File: src/rxso_map.svh
/*
  Constants of the receive segmented packet output: widths, register
  offsets, field positions, reset values and counts.
  Assumes it is included by its bare name from the package and the top.
*/
`ifndef RXSO_MAP_SVH
`define RXSO_MAP_SVH

// Segment shape of the user bus.
`define RXSO_SEGS        4
`define RXSO_DW          128
`define RXSO_CW          11
`define RXSO_MW          4
`define RXSO_LW          146
// Sampled link word: the segment fields with the valid bit on top.
`define RXSO_RAW_W       147
`define RXSO_CHAN_ALL    11'h7FF
`define RXSO_CHAN_BITS   4'hB
`define RXSO_MTY_NONE    4'h0

// Slot counter values.
`define RXSO_CNT_ZERO    3'h0
`define RXSO_CNT_FULL    3'h4
`define RXSO_CNT_ONE     3'h1

// Register byte offsets.
`define RXSO_OFS_CTRL    8'h00
`define RXSO_OFS_DIV     8'h04
`define RXSO_OFS_STATUS  8'h08
`define RXSO_OFS_MASK    8'h0C
`define RXSO_OFS_DROP    8'h10

// Control fields: enable bit and channel range field.
`define RXSO_CTRL_EN     0
`define RXSO_CTRL_RNG_LO 4
`define RXSO_CTRL_RNG_HI 7
`define RXSO_CTRL_RST    8'hB1
`define RXSO_DIV_RST     8'h03

// Event bits of status and mask.
`define RXSO_EV_W        3
`define RXSO_EV_OVF      0
`define RXSO_EV_BAD      1
`define RXSO_EV_END      2
`define RXSO_EV_NONE     3'h0
`define RXSO_DROP_ONE    16'h0001

`endif

File: src/rxso_pkg.sv
/*
  Types shared by the receive segmented packet output files.
  Assumes rxso_map.svh is on the include path.
*/
`include "rxso_map.svh"

package rxso_pkg;
  typedef logic [`RXSO_DW-1:0] rxso_data_t;
  typedef logic [`RXSO_CW-1:0] rxso_chan_t;
  typedef logic [`RXSO_MW-1:0] rxso_mty_t;
  typedef logic [2:0]          rxso_cnt_t;
  typedef logic [`RXSO_EV_W-1:0] rxso_ev_t;
endpackage : rxso_pkg

File: src/rxso_sync.sv
/*
  Three-stage synchroniser for inputs from outside the clock domain.
  Assumes the caller reads q2 and q3 and treats a change as real only
  when both agree; the first stage feeds nothing but the second.
*/
`timescale 1ns/10ps
`default_nettype none

module rxso_sync #(
  parameter int W = 1
) (
  // Clock and reset.
  input  wire logic         clk_i,
  input  wire logic         rst_i,
  // Raw input and synchronised stages.
  input  wire logic [W-1:0] d_i,
  output var  logic [W-1:0] q2_o,
  output var  logic [W-1:0] q3_o
);

  logic [W-1:0] s1;

  // Plain shift chain; the third stage lets the user filter glitches.
  always_ff @(posedge clk_i or posedge rst_i) begin
    if (rst_i) begin
      s1   <= '0;
      q2_o <= '0;
      q3_o <= '0;
    end else begin
      s1   <= d_i;
      q2_o <= s1;
      q3_o <= q2_o;
    end
  end

endmodule : rxso_sync

`default_nettype wire

File: src/rxso_rst_sync.sv
/*
  Reset synchroniser: asserts at once, releases on the clock.
  Assumes the raw reset is asynchronous and active high.
*/
`timescale 1ns/10ps
`default_nettype none

module rxso_rst_sync (
  // Clock and raw reset.
  input  wire logic clk_i,
  input  wire logic rst_i,
  // Reset for the local domain.
  output var  logic rst_o
);

  logic hold;

  // Release passes two flops so no flop sees a release near its edge.
  always_ff @(posedge clk_i or posedge rst_i) begin
    if (rst_i) begin
      hold  <= 1'b1;
      rst_o <= 1'b1;
    end else begin
      hold  <= 1'b0;
      rst_o <= hold;
    end
  end

endmodule : rxso_rst_sync

`default_nettype wire

File: src/rxso_top.sv
/*
  Receive segmented packet output: samples the received segment stream
  from the link, packs up to four segments per user bus cycle, reports
  overflow, and holds a small register file with interrupt logic.
  Assumes the link changes its signals away from the rising link clock
  edge and that the link clock is far slower than mclk_i.
*/
// Design decisions made here: strobed register access and the address map.
`timescale 1ns/10ps
`default_nettype none
`include "rxso_map.svh"

//////////////////////////////////////////////////////////////////////////
module rxso_top import rxso_pkg::*; (
  // Clock and reset.
  input  wire logic                      mclk_i,
  input  wire logic                      rst_i,
  // Received segment stream from the link.
  input  wire logic                      link_clk_i,
  input  wire logic                      link_valid_i,
  input  wire logic                      link_first_i,
  input  wire logic                      link_last_i,
  input  wire logic                      link_bad_i,
  input  wire logic [`RXSO_MW-1:0]       link_empty_i,
  input  wire logic [`RXSO_CW-1:0]       link_chan_i,
  input  wire logic [`RXSO_DW-1:0]       link_data_i,
  // Register port.
  input  wire logic [7:0]                reg_addr_i,
  input  wire logic [31:0]               reg_wdata_i,
  input  wire logic                      reg_wr_i,
  input  wire logic                      reg_rd_i,
  output var  logic [31:0]               reg_rdata_o,
  // Segmented user bus.
  output var  logic [3:0]                receive_segment_valid_o,
  output var  logic [3:0]                receive_segment_first_o,
  output var  logic [3:0]                receive_segment_last_o,
  output var  logic [3:0]                receive_segment_bad_packet_o,
  output var  logic [3:0][`RXSO_MW-1:0]  receive_segment_empty_bytes_o,
  output var  logic [3:0][`RXSO_CW-1:0]  receive_segment_channel_o,
  output var  logic [3:0][`RXSO_DW-1:0]  receive_segment_payload_o,
  // Status outputs.
  output var  logic                      receive_overflow_flag_o,
  output var  logic                      irq_o
);

  //////////////////////////////////////////////////////////////////////////
  // Reset and input synchronisation.

  logic                 rst_s;
  logic                 lclk_q2;
  logic                 lclk_q3;
  logic [`RXSO_RAW_W-1:0] link_raw;
  logic [`RXSO_RAW_W-1:0] link_q3;

  // Every flop below except those of u_rst resets from the synchronised reset.
  rxso_rst_sync u_rst (
    .clk_i (mclk_i),
    .rst_i (rst_i),
    .rst_o (rst_s)
  );

  // Clock and data pass the same depth, so they stay aligned.
  assign link_raw = {link_valid_i, link_first_i, link_last_i, link_bad_i,
                     link_empty_i, link_chan_i, link_data_i};

  rxso_sync #(.W(1)) u_lclk (
    .clk_i (mclk_i),
    .rst_i (rst_s),
    .d_i   (link_clk_i),
    .q2_o  (lclk_q2),
    .q3_o  (lclk_q3)
  );

  rxso_sync #(.W(`RXSO_RAW_W)) u_ldat (
    .clk_i (mclk_i),
    .rst_i (rst_s),
    .d_i   (link_raw),
    .q2_o  (),
    .q3_o  (link_q3)
  );

  //////////////////////////////////////////////////////////////////////////
  // Link clock edge finder.

  logic lclk_lvl;
  logic next_lclk_lvl;
  logic link_rise;

  // A change counts only when stages two and three agree.
  always_comb begin
    next_lclk_lvl = lclk_lvl;
    if (lclk_q2 == lclk_q3) begin
      next_lclk_lvl = lclk_q3;
    end
  end

  assign link_rise = lclk_q2 & lclk_q3 & ~lclk_lvl;

  always_ff @(posedge mclk_i or posedge rst_s) begin
    if (rst_s) begin
      lclk_lvl <= 1'b0;
    end else begin
      lclk_lvl <= next_lclk_lvl;
    end
  end

  //////////////////////////////////////////////////////////////////////////
  // Registers.

  logic [7:0]  ctrl;
  logic [7:0]  div;
  rxso_ev_t    status;
  rxso_ev_t    mask;
  logic [15:0] drop;
  logic [7:0]  next_ctrl;
  logic [7:0]  next_div;
  rxso_ev_t    next_status;
  rxso_ev_t    next_mask;
  logic [15:0] next_drop;
  logic [31:0] next_rdata;
  logic        next_irq;
  rxso_ev_t    ev;

  // Writes and reads; a hardware event beats a clear in the same cycle.
  always_comb begin
    next_ctrl   = ctrl;
    next_div    = div;
    next_mask   = mask;
    next_status = status;
    next_rdata  = 32'h0000_0000;
    if (reg_wr_i) begin
      case (reg_addr_i)
        `RXSO_OFS_CTRL:   next_ctrl = reg_wdata_i[7:0];
        `RXSO_OFS_DIV:    next_div = reg_wdata_i[7:0];
        `RXSO_OFS_STATUS: next_status = status & ~reg_wdata_i[2:0];
        `RXSO_OFS_MASK:   next_mask = reg_wdata_i[2:0];
        default:          next_ctrl = ctrl;
      endcase
    end
    next_status = next_status | ev;
    if (reg_rd_i) begin
      case (reg_addr_i)
        `RXSO_OFS_CTRL:   next_rdata = {24'h00_0000, ctrl};
        `RXSO_OFS_DIV:    next_rdata = {24'h00_0000, div};
        `RXSO_OFS_STATUS: next_rdata = {29'h0000_0000, status};
        `RXSO_OFS_MASK:   next_rdata = {29'h0000_0000, mask};
        `RXSO_OFS_DROP:   next_rdata = {16'h0000, drop};
        default:          next_rdata = 32'h0000_0000;
      endcase
    end
    next_irq = |(next_status & next_mask);
  end

  always_ff @(posedge mclk_i or posedge rst_s) begin
    if (rst_s) begin
      ctrl        <= `RXSO_CTRL_RST;
      div         <= `RXSO_DIV_RST;
      status      <= `RXSO_EV_NONE;
      mask        <= `RXSO_EV_NONE;
      reg_rdata_o <= 32'h0000_0000;
      irq_o       <= 1'b0;
      receive_overflow_flag_o <= 1'b0;
    end else begin
      ctrl        <= next_ctrl;
      div         <= next_div;
      status      <= next_status;
      mask        <= next_mask;
      reg_rdata_o <= next_rdata;
      irq_o       <= next_irq;
      receive_overflow_flag_o <= next_status[`RXSO_EV_OVF];
    end
  end

  //////////////////////////////////////////////////////////////////////////
  // User bus cycle divider.

  logic [7:0] tcnt;
  logic [7:0] next_tcnt;
  logic       tick;

  // One user bus cycle every div+1 clocks; slower buses risk overflow.
  assign tick = (tcnt == div);

  always_comb begin
    next_tcnt = tick ? 8'h00 : 8'(tcnt + 8'h01);
  end

  always_ff @(posedge mclk_i or posedge rst_s) begin
    if (rst_s) begin
      tcnt <= 8'h00;
    end else begin
      tcnt <= next_tcnt;
    end
  end

  //////////////////////////////////////////////////////////////////////////
  // Segment packing and output.

  logic [3:0]               slot_first;
  logic [3:0]               slot_last;
  logic [3:0]               slot_bad;
  logic [3:0][`RXSO_MW-1:0] slot_mty;
  logic [3:0][`RXSO_CW-1:0] slot_chan;
  logic [3:0][`RXSO_DW-1:0] slot_data;
  rxso_cnt_t                cnt;
  logic [3:0]               next_slot_first;
  logic [3:0]               next_slot_last;
  logic [3:0]               next_slot_bad;
  logic [3:0][`RXSO_MW-1:0] next_slot_mty;
  logic [3:0][`RXSO_CW-1:0] next_slot_chan;
  logic [3:0][`RXSO_DW-1:0] next_slot_data;
  rxso_cnt_t                next_cnt;
  logic [3:0]               next_vld;
  logic [3:0]               next_fst;
  logic [3:0]               next_lst;
  logic [3:0]               next_bad;
  logic [3:0][`RXSO_MW-1:0] next_mty;
  logic [3:0][`RXSO_CW-1:0] next_chn;
  logic [3:0][`RXSO_DW-1:0] next_pay;
  logic [15:0]              drop_inc;
  logic [3:0]               rng;
  rxso_chan_t               chan_lim;
  rxso_cnt_t                idx;
  logic                     emit;

  // Range field gives the channel width; values above 11 mean 11 bits.
  assign rng = (ctrl[`RXSO_CTRL_RNG_HI:`RXSO_CTRL_RNG_LO] > `RXSO_CHAN_BITS)
             ? `RXSO_CHAN_BITS : ctrl[`RXSO_CTRL_RNG_HI:`RXSO_CTRL_RNG_LO];
  assign chan_lim = `RXSO_CHAN_ALL >> (`RXSO_CHAN_BITS - rng);
  assign emit = tick && (cnt != `RXSO_CNT_ZERO);
  assign idx  = emit ? `RXSO_CNT_ZERO : cnt;

  // Slots fill in arrival order, so slot 0 always holds the oldest segment of a bus cycle.
  always_comb begin
    next_slot_first = slot_first;
    next_slot_last  = slot_last;
    next_slot_bad   = slot_bad;
    next_slot_mty   = slot_mty;
    next_slot_chan  = slot_chan;
    next_slot_data  = slot_data;
    next_cnt        = idx;
    next_vld        = 4'h0;
    next_fst        = 4'h0;
    next_lst        = 4'h0;
    next_bad        = 4'h0;
    next_mty        = '0;
    next_chn        = '0;
    next_pay        = '0;
    ev              = `RXSO_EV_NONE;
    drop_inc        = 16'h0000;
    for (int i = 0; i < `RXSO_SEGS; i++) begin
      if (emit && (3'(i) < cnt)) begin
        next_vld[i] = 1'b1;
        next_pay[i] = slot_data[i];
        next_chn[i] = slot_chan[i];
        next_fst[i] = slot_first[i];
        next_lst[i] = slot_last[i];
        next_bad[i] = slot_last[i] & slot_bad[i];
        next_mty[i] = (slot_last[i] && !slot_bad[i])
                    ? slot_mty[i] : `RXSO_MTY_NONE;
        ev[`RXSO_EV_BAD] = ev[`RXSO_EV_BAD] | next_bad[i];
        ev[`RXSO_EV_END] = ev[`RXSO_EV_END] | slot_last[i];
      end
    end
    if (link_rise && link_q3[`RXSO_RAW_W-1] && ctrl[`RXSO_CTRL_EN]) begin
      if (idx == `RXSO_CNT_FULL) begin
        ev[`RXSO_EV_OVF] = 1'b1;
        drop_inc = `RXSO_DROP_ONE;
      end else begin
        next_slot_first[idx[1:0]] = link_q3[`RXSO_RAW_W-2];
        next_slot_last[idx[1:0]]  = link_q3[`RXSO_RAW_W-3];
        next_slot_bad[idx[1:0]]   = link_q3[`RXSO_RAW_W-4];
        next_slot_mty[idx[1:0]]   =
          link_q3[`RXSO_DW+`RXSO_CW +: `RXSO_MW];
        next_slot_chan[idx[1:0]]  =
          link_q3[`RXSO_DW +: `RXSO_CW] & chan_lim;
        next_slot_data[idx[1:0]]  = link_q3[`RXSO_DW-1:0];
        next_cnt = 3'(idx + `RXSO_CNT_ONE);
      end
    end
    next_drop = 16'(drop + drop_inc);
  end

  always_ff @(posedge mclk_i or posedge rst_s) begin
    if (rst_s) begin
      slot_first <= 4'h0;
      slot_last  <= 4'h0;
      slot_bad   <= 4'h0;
      slot_mty   <= '0;
      slot_chan  <= '0;
      slot_data  <= '0;
      cnt        <= `RXSO_CNT_ZERO;
      drop       <= 16'h0000;
      receive_segment_valid_o       <= 4'h0;
      receive_segment_first_o       <= 4'h0;
      receive_segment_last_o        <= 4'h0;
      receive_segment_bad_packet_o  <= 4'h0;
      receive_segment_empty_bytes_o <= '0;
      receive_segment_channel_o     <= '0;
      receive_segment_payload_o     <= '0;
    end else begin
      slot_first <= next_slot_first;
      slot_last  <= next_slot_last;
      slot_bad   <= next_slot_bad;
      slot_mty   <= next_slot_mty;
      slot_chan  <= next_slot_chan;
      slot_data  <= next_slot_data;
      cnt        <= next_cnt;
      drop       <= next_drop;
      receive_segment_valid_o       <= next_vld;
      receive_segment_first_o       <= next_fst;
      receive_segment_last_o        <= next_lst;
      receive_segment_bad_packet_o  <= next_bad;
      receive_segment_empty_bytes_o <= next_mty;
      receive_segment_channel_o     <= next_chn;
      receive_segment_payload_o     <= next_pay;
    end
  end

endmodule : rxso_top

`default_nettype wire

File: config.mk
export PLATFORM = sky130hd
export DESIGN_NAME = rxso_top
export DESIGN_NICKNAME = d
export VERILOG_FILES = /design/src/rxso_pkg.sv /design/src/rxso_sync.sv /design/src/rxso_rst_sync.sv /design/src/rxso_top.sv
export VERILOG_INCLUDE_DIRS = /design/src /design/src/src
export SDC_FILE = /design/constraint.sdc
export NUM_CORES = 2
export LEC_CHECK = 0
export BUFFER_PORTS_ARGS = -buffer_cell sky130_fd_sc_hd__buf_2
export CORE_ASPECT_RATIO = 0.7
export CORE_MARGIN = 5
export CORE_UTILIZATION = 59
export CTS_BUF_LIST = sky130_fd_sc_hd__clkbuf_2 sky130_fd_sc_hd__clkbuf_4 sky130_fd_sc_hd__clkbuf_8
export CTS_CLUSTER_SIZE = 10
export DETAILED_ROUTE_END_ITERATION = 8
export GPL_TIMING_DRIVEN = 0
export MAX_ROUTING_LAYER = met4
export PLACE_DENSITY_LB_ADDON = 0.2
export SYNTH_ARGS = -nofsm -noshare
export SYNTH_HDL_FRONTEND = slang
export SYNTH_HIERARCHICAL = 1
export SYNTH_SLANG_ARGS = --single-unit
File: constraint.sdc
create_clock -name mclk_i -period 42.3 [get_ports mclk_i]
set_clock_uncertainty 0.05 [all_clocks]
set_input_delay 2.115 -clock mclk_i [delete_from_list [all_inputs] [get_ports mclk_i]]
set_output_delay 2.115 -clock mclk_i [all_outputs]
set_load 0.02 [all_outputs]
After elaboration in Yosys (flattened, before gate mapping)
Cells that the tools add are included.
- shifts and indexed selects: 1
- magnitude comparators: 7
- muxes and demuxes: 65
- $add $sub $neg: 4
- eq/ne operators: 7
- reductions and logical operators: 22
- bitwise logic cells: 19
- operators by type and width (operator ; number):
    $mux 128 ; 5
    $bwmux 512 ; 1
    $demux 128 s2 ; 1
    $pmux 16 s5 ; 1
    $mux 11 ; 5
    $bwmux 44 ; 1
    $mux 4 ; 10
    $demux 11 s2 ; 1
    $mux 1 ; 21
    $mux 3 ; 7
    $add 16x16->16 ; 1
    $bwmux 16 ; 1
    $eq 8x4->1 const B ; 2
    $mux 16 ; 1
    $bwmux 4 ; 3
    $logic_and 1x1->1 ; 12
    $and 11x11->11 ; 1
    $shr 11x4->11 const A ; 1
    $add 8x1->8 const B ; 1
    $demux 4 s2 ; 1
    $eq 8x3->1 const B ; 1
    $eq 8x5->1 const B ; 1
    $eq 8x8->1 ; 1
    $logic_not 8->1 ; 1
    22 further kinds ; 44
- input bits: 192
- output and inout port bits: 622
- register bits after elaboration: 1702
- word-level logic and storage cells: 175

Logic depth before layout (Yosys ltp)
- depth after elaboration: 13
- mapped depth: 14
- depth with buffers taken out: 13

Hierarchy
The synthesis kept the hierarchy.
- by module, submodules not included (module ; sequential area each (um^2) ; times used ; cells each ; area each (um^2)):
    rxso_top ; 31012.2 ; 1 ; 2793 ; 43832.0
    rxso_sync at u_ldat ; 11035.6 ; 1 ; 442 ; 11039.3
    rxso_sync at u_lclk ; 75.1 ; 1 ; 4 ; 78.8
    rxso_rst_sync ; 52.6 ; 1 ; 4 ; 60.1

Worst setup path before layout
No wires, ideal clock.
- kind: input port to flip-flop
- from: input reg_addr_i[5]
- to: register ctrl[1]
- path buffers: 0
- slack: 38.507 ns
- data arrival time: 3.618 ns
- setup time: 0.125 ns
- required time: 42.125 ns
- stages on the path: 5
- path through: nor4_1 nand2_1 nor3_2 nand2_1 mux2_2
- cells in the longest elaborated chain, start to end: 2
- ends and longest elaborated chain (element ; RTL line ; text):
    start: declaration ; rxso_top.sv:28 ; input wire logic [7:0] reg_addr_i,
    $logic_not 8->1 ; rxso_top.sv:132 ; case (reg_addr_i)
    $reduce_and 2->1 (no line) ; - ;
    end signal: assignment ; rxso_top.sv:156 ; ctrl <= `RXSO_CTRL_RST;
    end signal: assignment ; rxso_top.sv:164 ; ctrl <= next_ctrl;
    end: declaration ; rxso_top.sv:110 ; logic [7:0] ctrl;
No other way between the ends.
A chain may end at the register's enable or synchronous reset.

Worst setup path after layout
- from: register div[7]
- to: register slot_data[358] (netlist bit)
- cells in the longest elaborated chain, start to end: 8
- elaborated cells on any way between the ends: 12
- those cells by class: 2 x order compare; 2 x eq/ne; 4 x mux; 1 x bitwise; 3 x reduce/logical
- ends and longest elaborated chain (element ; RTL line ; text):
    start: declaration ; rxso_top.sv:111 ; logic [7:0] div;
    start signal: assignment ; rxso_top.sv:157 ; div <= `RXSO_DIV_RST;
    start signal: assignment ; rxso_top.sv:165 ; div <= next_div;
    $eq 8x8->1 (*) ; rxso_top.sv:182 ; assign tick = (tcnt == div);
    $logic_and 1x1->1 (*) ; rxso_top.sv:230 ; assign emit = tick && (cnt != `RXSO_CNT_ZERO);
    $mux 3 (*) ; rxso_top.sv:231 ; assign idx = emit ? `RXSO_CNT_ZERO : cnt;
    $lt 2x3->1 / $ge 2x1->1 (equally long branches) ; rxso_top.sv:277 ; next_slot_data[idx[1:0]] = link_q3[`RXSO_DW-1:0];
    $logic_and 1x1->1 ; rxso_top.sv:277 ;
    $mux 128 ; rxso_top.sv:277 ;
    $demux 128 s2 ; rxso_top.sv:277 ;
    $bwmux 512 ; rxso_top.sv:277 ;
    end signal: assignment ; rxso_top.sv:307 ; slot_data <= next_slot_data;
    end: declaration ; rxso_top.sv:204 ; logic [3:0][`RXSO_DW-1:0] slot_data;
Every way passes the cells marked *; elsewhere a longest branch is shown, timed or not.

==> key figures <==
Logic synthesis
  • Cell count after synthesis: 3243
  • Post-synthesis cell type count: 57
  • Ys flop type: dfrtp_1
  • Post-synth EDFFs: 0
  • Seq/Total Area, Yosys: 0.7667
  • Synthesis-stage register bit count: 1685
  • Post-Syn Area: 55010 um2
  • Ys async rst share: 1.000
  • Mapped Avg Cell Area: 16.96 um2
  • Ys Warns: 6

Power and ir drop
  • PwrDens: 45.70 nW/um2
  • Clk pwr share: 0.418
  • Comb pwr share: 0.027
  • Leak Pwr: 35.76 nW
  • Pint: 2.349 mW
  • VDD IR-drop max: 0.00003667 V
  • Flop pwr share: 0.555
  • P_sw: 0.6534 mW
  • Sw frac: 0.2176

Final layout
  • Non-Filler Instances: 5688
  • Most common cell after layout, fill and taps aside: dfrtp_1
  • Layout area overhead: 19.45%
  • Layout cell share with drive strength beyond 1: 0.3931
  • Most frequent cells in the layout: dfrtp_1 (1677), buf_2 (801), and2_1 (575)
  • Layout Utilization: 0.7121
  • Final Net Count: 4473

Die
  • Die H: 265.5 um
  • Die width: 375.0 um
  • Area of the core: 92270 um2
  • Starting Density: 0.5962
  • Die area: 99540 um2
  • I/O pin count: 814
  • # rows: 93

Placement
  • Hpwl dp: 89.68 mm
  • Dpl cells: 5279
  • Dpl ws: 37.51 ns
  • GP Congestion: 0.8486
  • Port Buffers: 771

Worst setup path
  • Critical Path Sink Type: flop
  • Top Family by Delay on Critical Path: buffers and inverters
  • Worst reg-to-reg setup slack: 37.56 ns
  • Max stage delay on crit path: 0.94 ns
  • Worst EP required: 43.01 ns
  • CP max-delay cell: clkbuf_1
  • Cells along the critical path: xor2_1, or4_4, or2_1, buf_2, nand2_1, ha_1, nand2_1, o211ai_1, clkbuf_1, clkbuf_1, mux2_2
  • Critical path class: reg -> reg
  • Crit path DAT: 5.46 ns
  • Worst-path maximum fanout: 10
  • FF-to-FF Start: div[7]$_DFFE_PP0P_
  • Worst setup SP type: flop
  • Buffers and inverters on the worst path: 3
  • FF-to-FF End: slot_data[358]$_DFFE_PP0P_
  • Worst r2r path cells: 11

STA
  • RSZ-0062 raised after global routing: no
  • Final critical-path required period: 4.743 ns
  • Period utilization: 0.1121
  • Setup violators final: 0
  • Final Hold Viols: 0
  • Worst-margin pin slew: 1.331 ns
  • Worst Slack Setup Final: 37.56 ns
  • Max transition margin: 0.1124
  • Max Clk Rate: 0.2108 GHz
  • Final Max Slew Viols: 0

Min path
  • Worst hold path class: reg -> async

Detailed routing
  • Post-route DRC: 0
  • 1st-pass router iterations: 5
  • Drt initial violations: 1814
  • Routed Antenna Nets: 0
  • Routed wire length: 130.2 mm
  • Wirelength per Cell: 22.88 um
  • Total number of vias: 29117
  • Vias per inst: 5.119

Clock tree
  • # H-tree levels: 4
  • CTS tree: done
  • # clock sinks: 1685
  • Clk_lat worst skew: 0.88 ns
  • Reg clk slew, reported paths: 0.06 ns
  • Clock buffer depth: 3
  • Post-CTS setup buffer count: 0
  • PostCTS Resize Cnt: 0
  • Hold buffers post-CTS: 0
  • Cts bufs inserted: 227
  • Clk root buf: clkbuf_8

GRT
  • Largest net degree at the start of global routing: 134
  • Initial antenna violation count: 18
  • Vias in the first global route: 31223
  • Congestion Overflow GR: 0
  • First-pass GRT wire length: 197.2 mm
  • GRT Overall Usage: 0.2745

Outcome
  • Run status: complete, no violations

Run
  • Max-cap violation count: 0
==> worst register-to-register path, stage by stage (launching register included) <==
cell and delay, ns:
dfrtp_1 0.43, xor2_1 0.21, or4_4 0.59, or2_1 0.24, buf_2 0.18, nand2_1 0.15
ha_1 0.37, nand2_1 0.15, o211ai_1 0.24, clkbuf_1 0.94, clkbuf_1 0.67, mux2_2 0.41
==> cells by family after synthesis <==
kind of cell | synth area share
adders and majority gates | 0.001820
AOI/OAI and AO/OA | 0.006778
and+or+nand+nor | 0.07763
muxes | 0.1244
xor gates and xnor gates | 0.004458
buffers and inverters | 0.01810
DFF | 0.7667
other | 0.0001365
==> metrics by stage <==
step                cell area, um2  hold WS (ns)  power (mW)  TNS [ns]
CTS                          65680        0.2165       3.031         0
finish                       65710        0.1831       3.003         0
detailed placement           60910        0.1915       1.780         0
global placement             60470        0.1068       1.775  -6703.09
global route                 65700        0.2018       3.120         0
floorplan                    55070       0.06287       1.743         0
==> power groups by stage <==
stage	combinational (mW)	clock, mW	sequential [mW]
after global routing	0.0940	1.36	1.67
after CTS	0.0848	1.28	1.67
after detailed placement	0.0845	0	1.70
final	0.0824	1.25	1.67
after global placement	0.0769	0	1.70
after floorplan	0.0525	0	1.69
==> routing by layer <==
layer	wire (um)	up-vias	track usage
li1	-	12747	-
met1	54710	15313	0.3678
met2	63420	835	0.4199
met3	7279	222	0.05834
met4	4747	0	0.1098
met5	0	-	-
==> layout make-up <==
class | count | area (um2)
antenna | 14 | 35.03
buffer | 154 | 947.2
clock buffer | 365 | 4542
clock inverter | 30 | 222.7
fill | 5964 | 26560
inverter | 13 | 63.81
multi-input combinational | 1406 | 11910
sequential | 1685 | 42180
tap | 1235 | 1545
timing repair buffer | 786 | 4272
==> worst max path at each step <==
stage	endpoint	startpoint	slack, ns	depth (start not counted)
final	slot_data[358]$_DFFE_PP0P_	div[7]$_DFFE_PP0P_	37.56	11
after global routing	slot_data[366]$_DFFE_PP0P_	div[7]$_DFFE_PP0P_	37.31	11
after CTS	slot_data[359]$_DFFE_PP0P_	div[7]$_DFFE_PP0P_	37.47	11
after detailed placement	slot_data[362]$_DFFE_PP0P_	div[7]$_DFFE_PP0P_	37.51	11
after global placement	receive_segment_payload_o[319]$_DFF_PP0_	u_rst/rst_o$_DFF_PP1_	-5.49	1
after floorplan	cnt[0]$_DFF_PP0_	u_rst/rst_o$_DFF_PP1_	7.06	1
==> Yosys cell counts, drive strengths merged, types with 9 or more instances <==
cell,count,area (um2)
nand2,27,101.4
inv,13,48.80
a21oi,9,48.80
buf,79,664.4
clkbuf,75,282.8
xor2,17,148.9
and2,575,3597
dfrtp,1677,41970
and3,18,112.6
nor2,27,101.4
a22oi,9,67.56
xnor2,11,96.34
nand3,13,65.06
mux2,605,6813
==> registers in the layout, indices dropped and copies added, names as in the netlist, 4 cells and up <==
signal	cells
slot_data	512
slot_chan	44
receive_segment_valid_o	4
u_ldat/s1	147
u_ldat/q2_o	147
receive_segment_last_o	4
receive_segment_first_o	4
slot_last	4
tcnt	8
receive_segment_payload_o	512
slot_bad	4
slot_mty	16
u_ldat/q3_o	147
receive_segment_channel_o	44
receive_segment_bad_packet_o	4
slot_first	4
ctrl	8
receive_segment_empty_bytes_o	16
div	8
drop	16
reg_rdata_o	16
(Power assumes the default switching activity.)
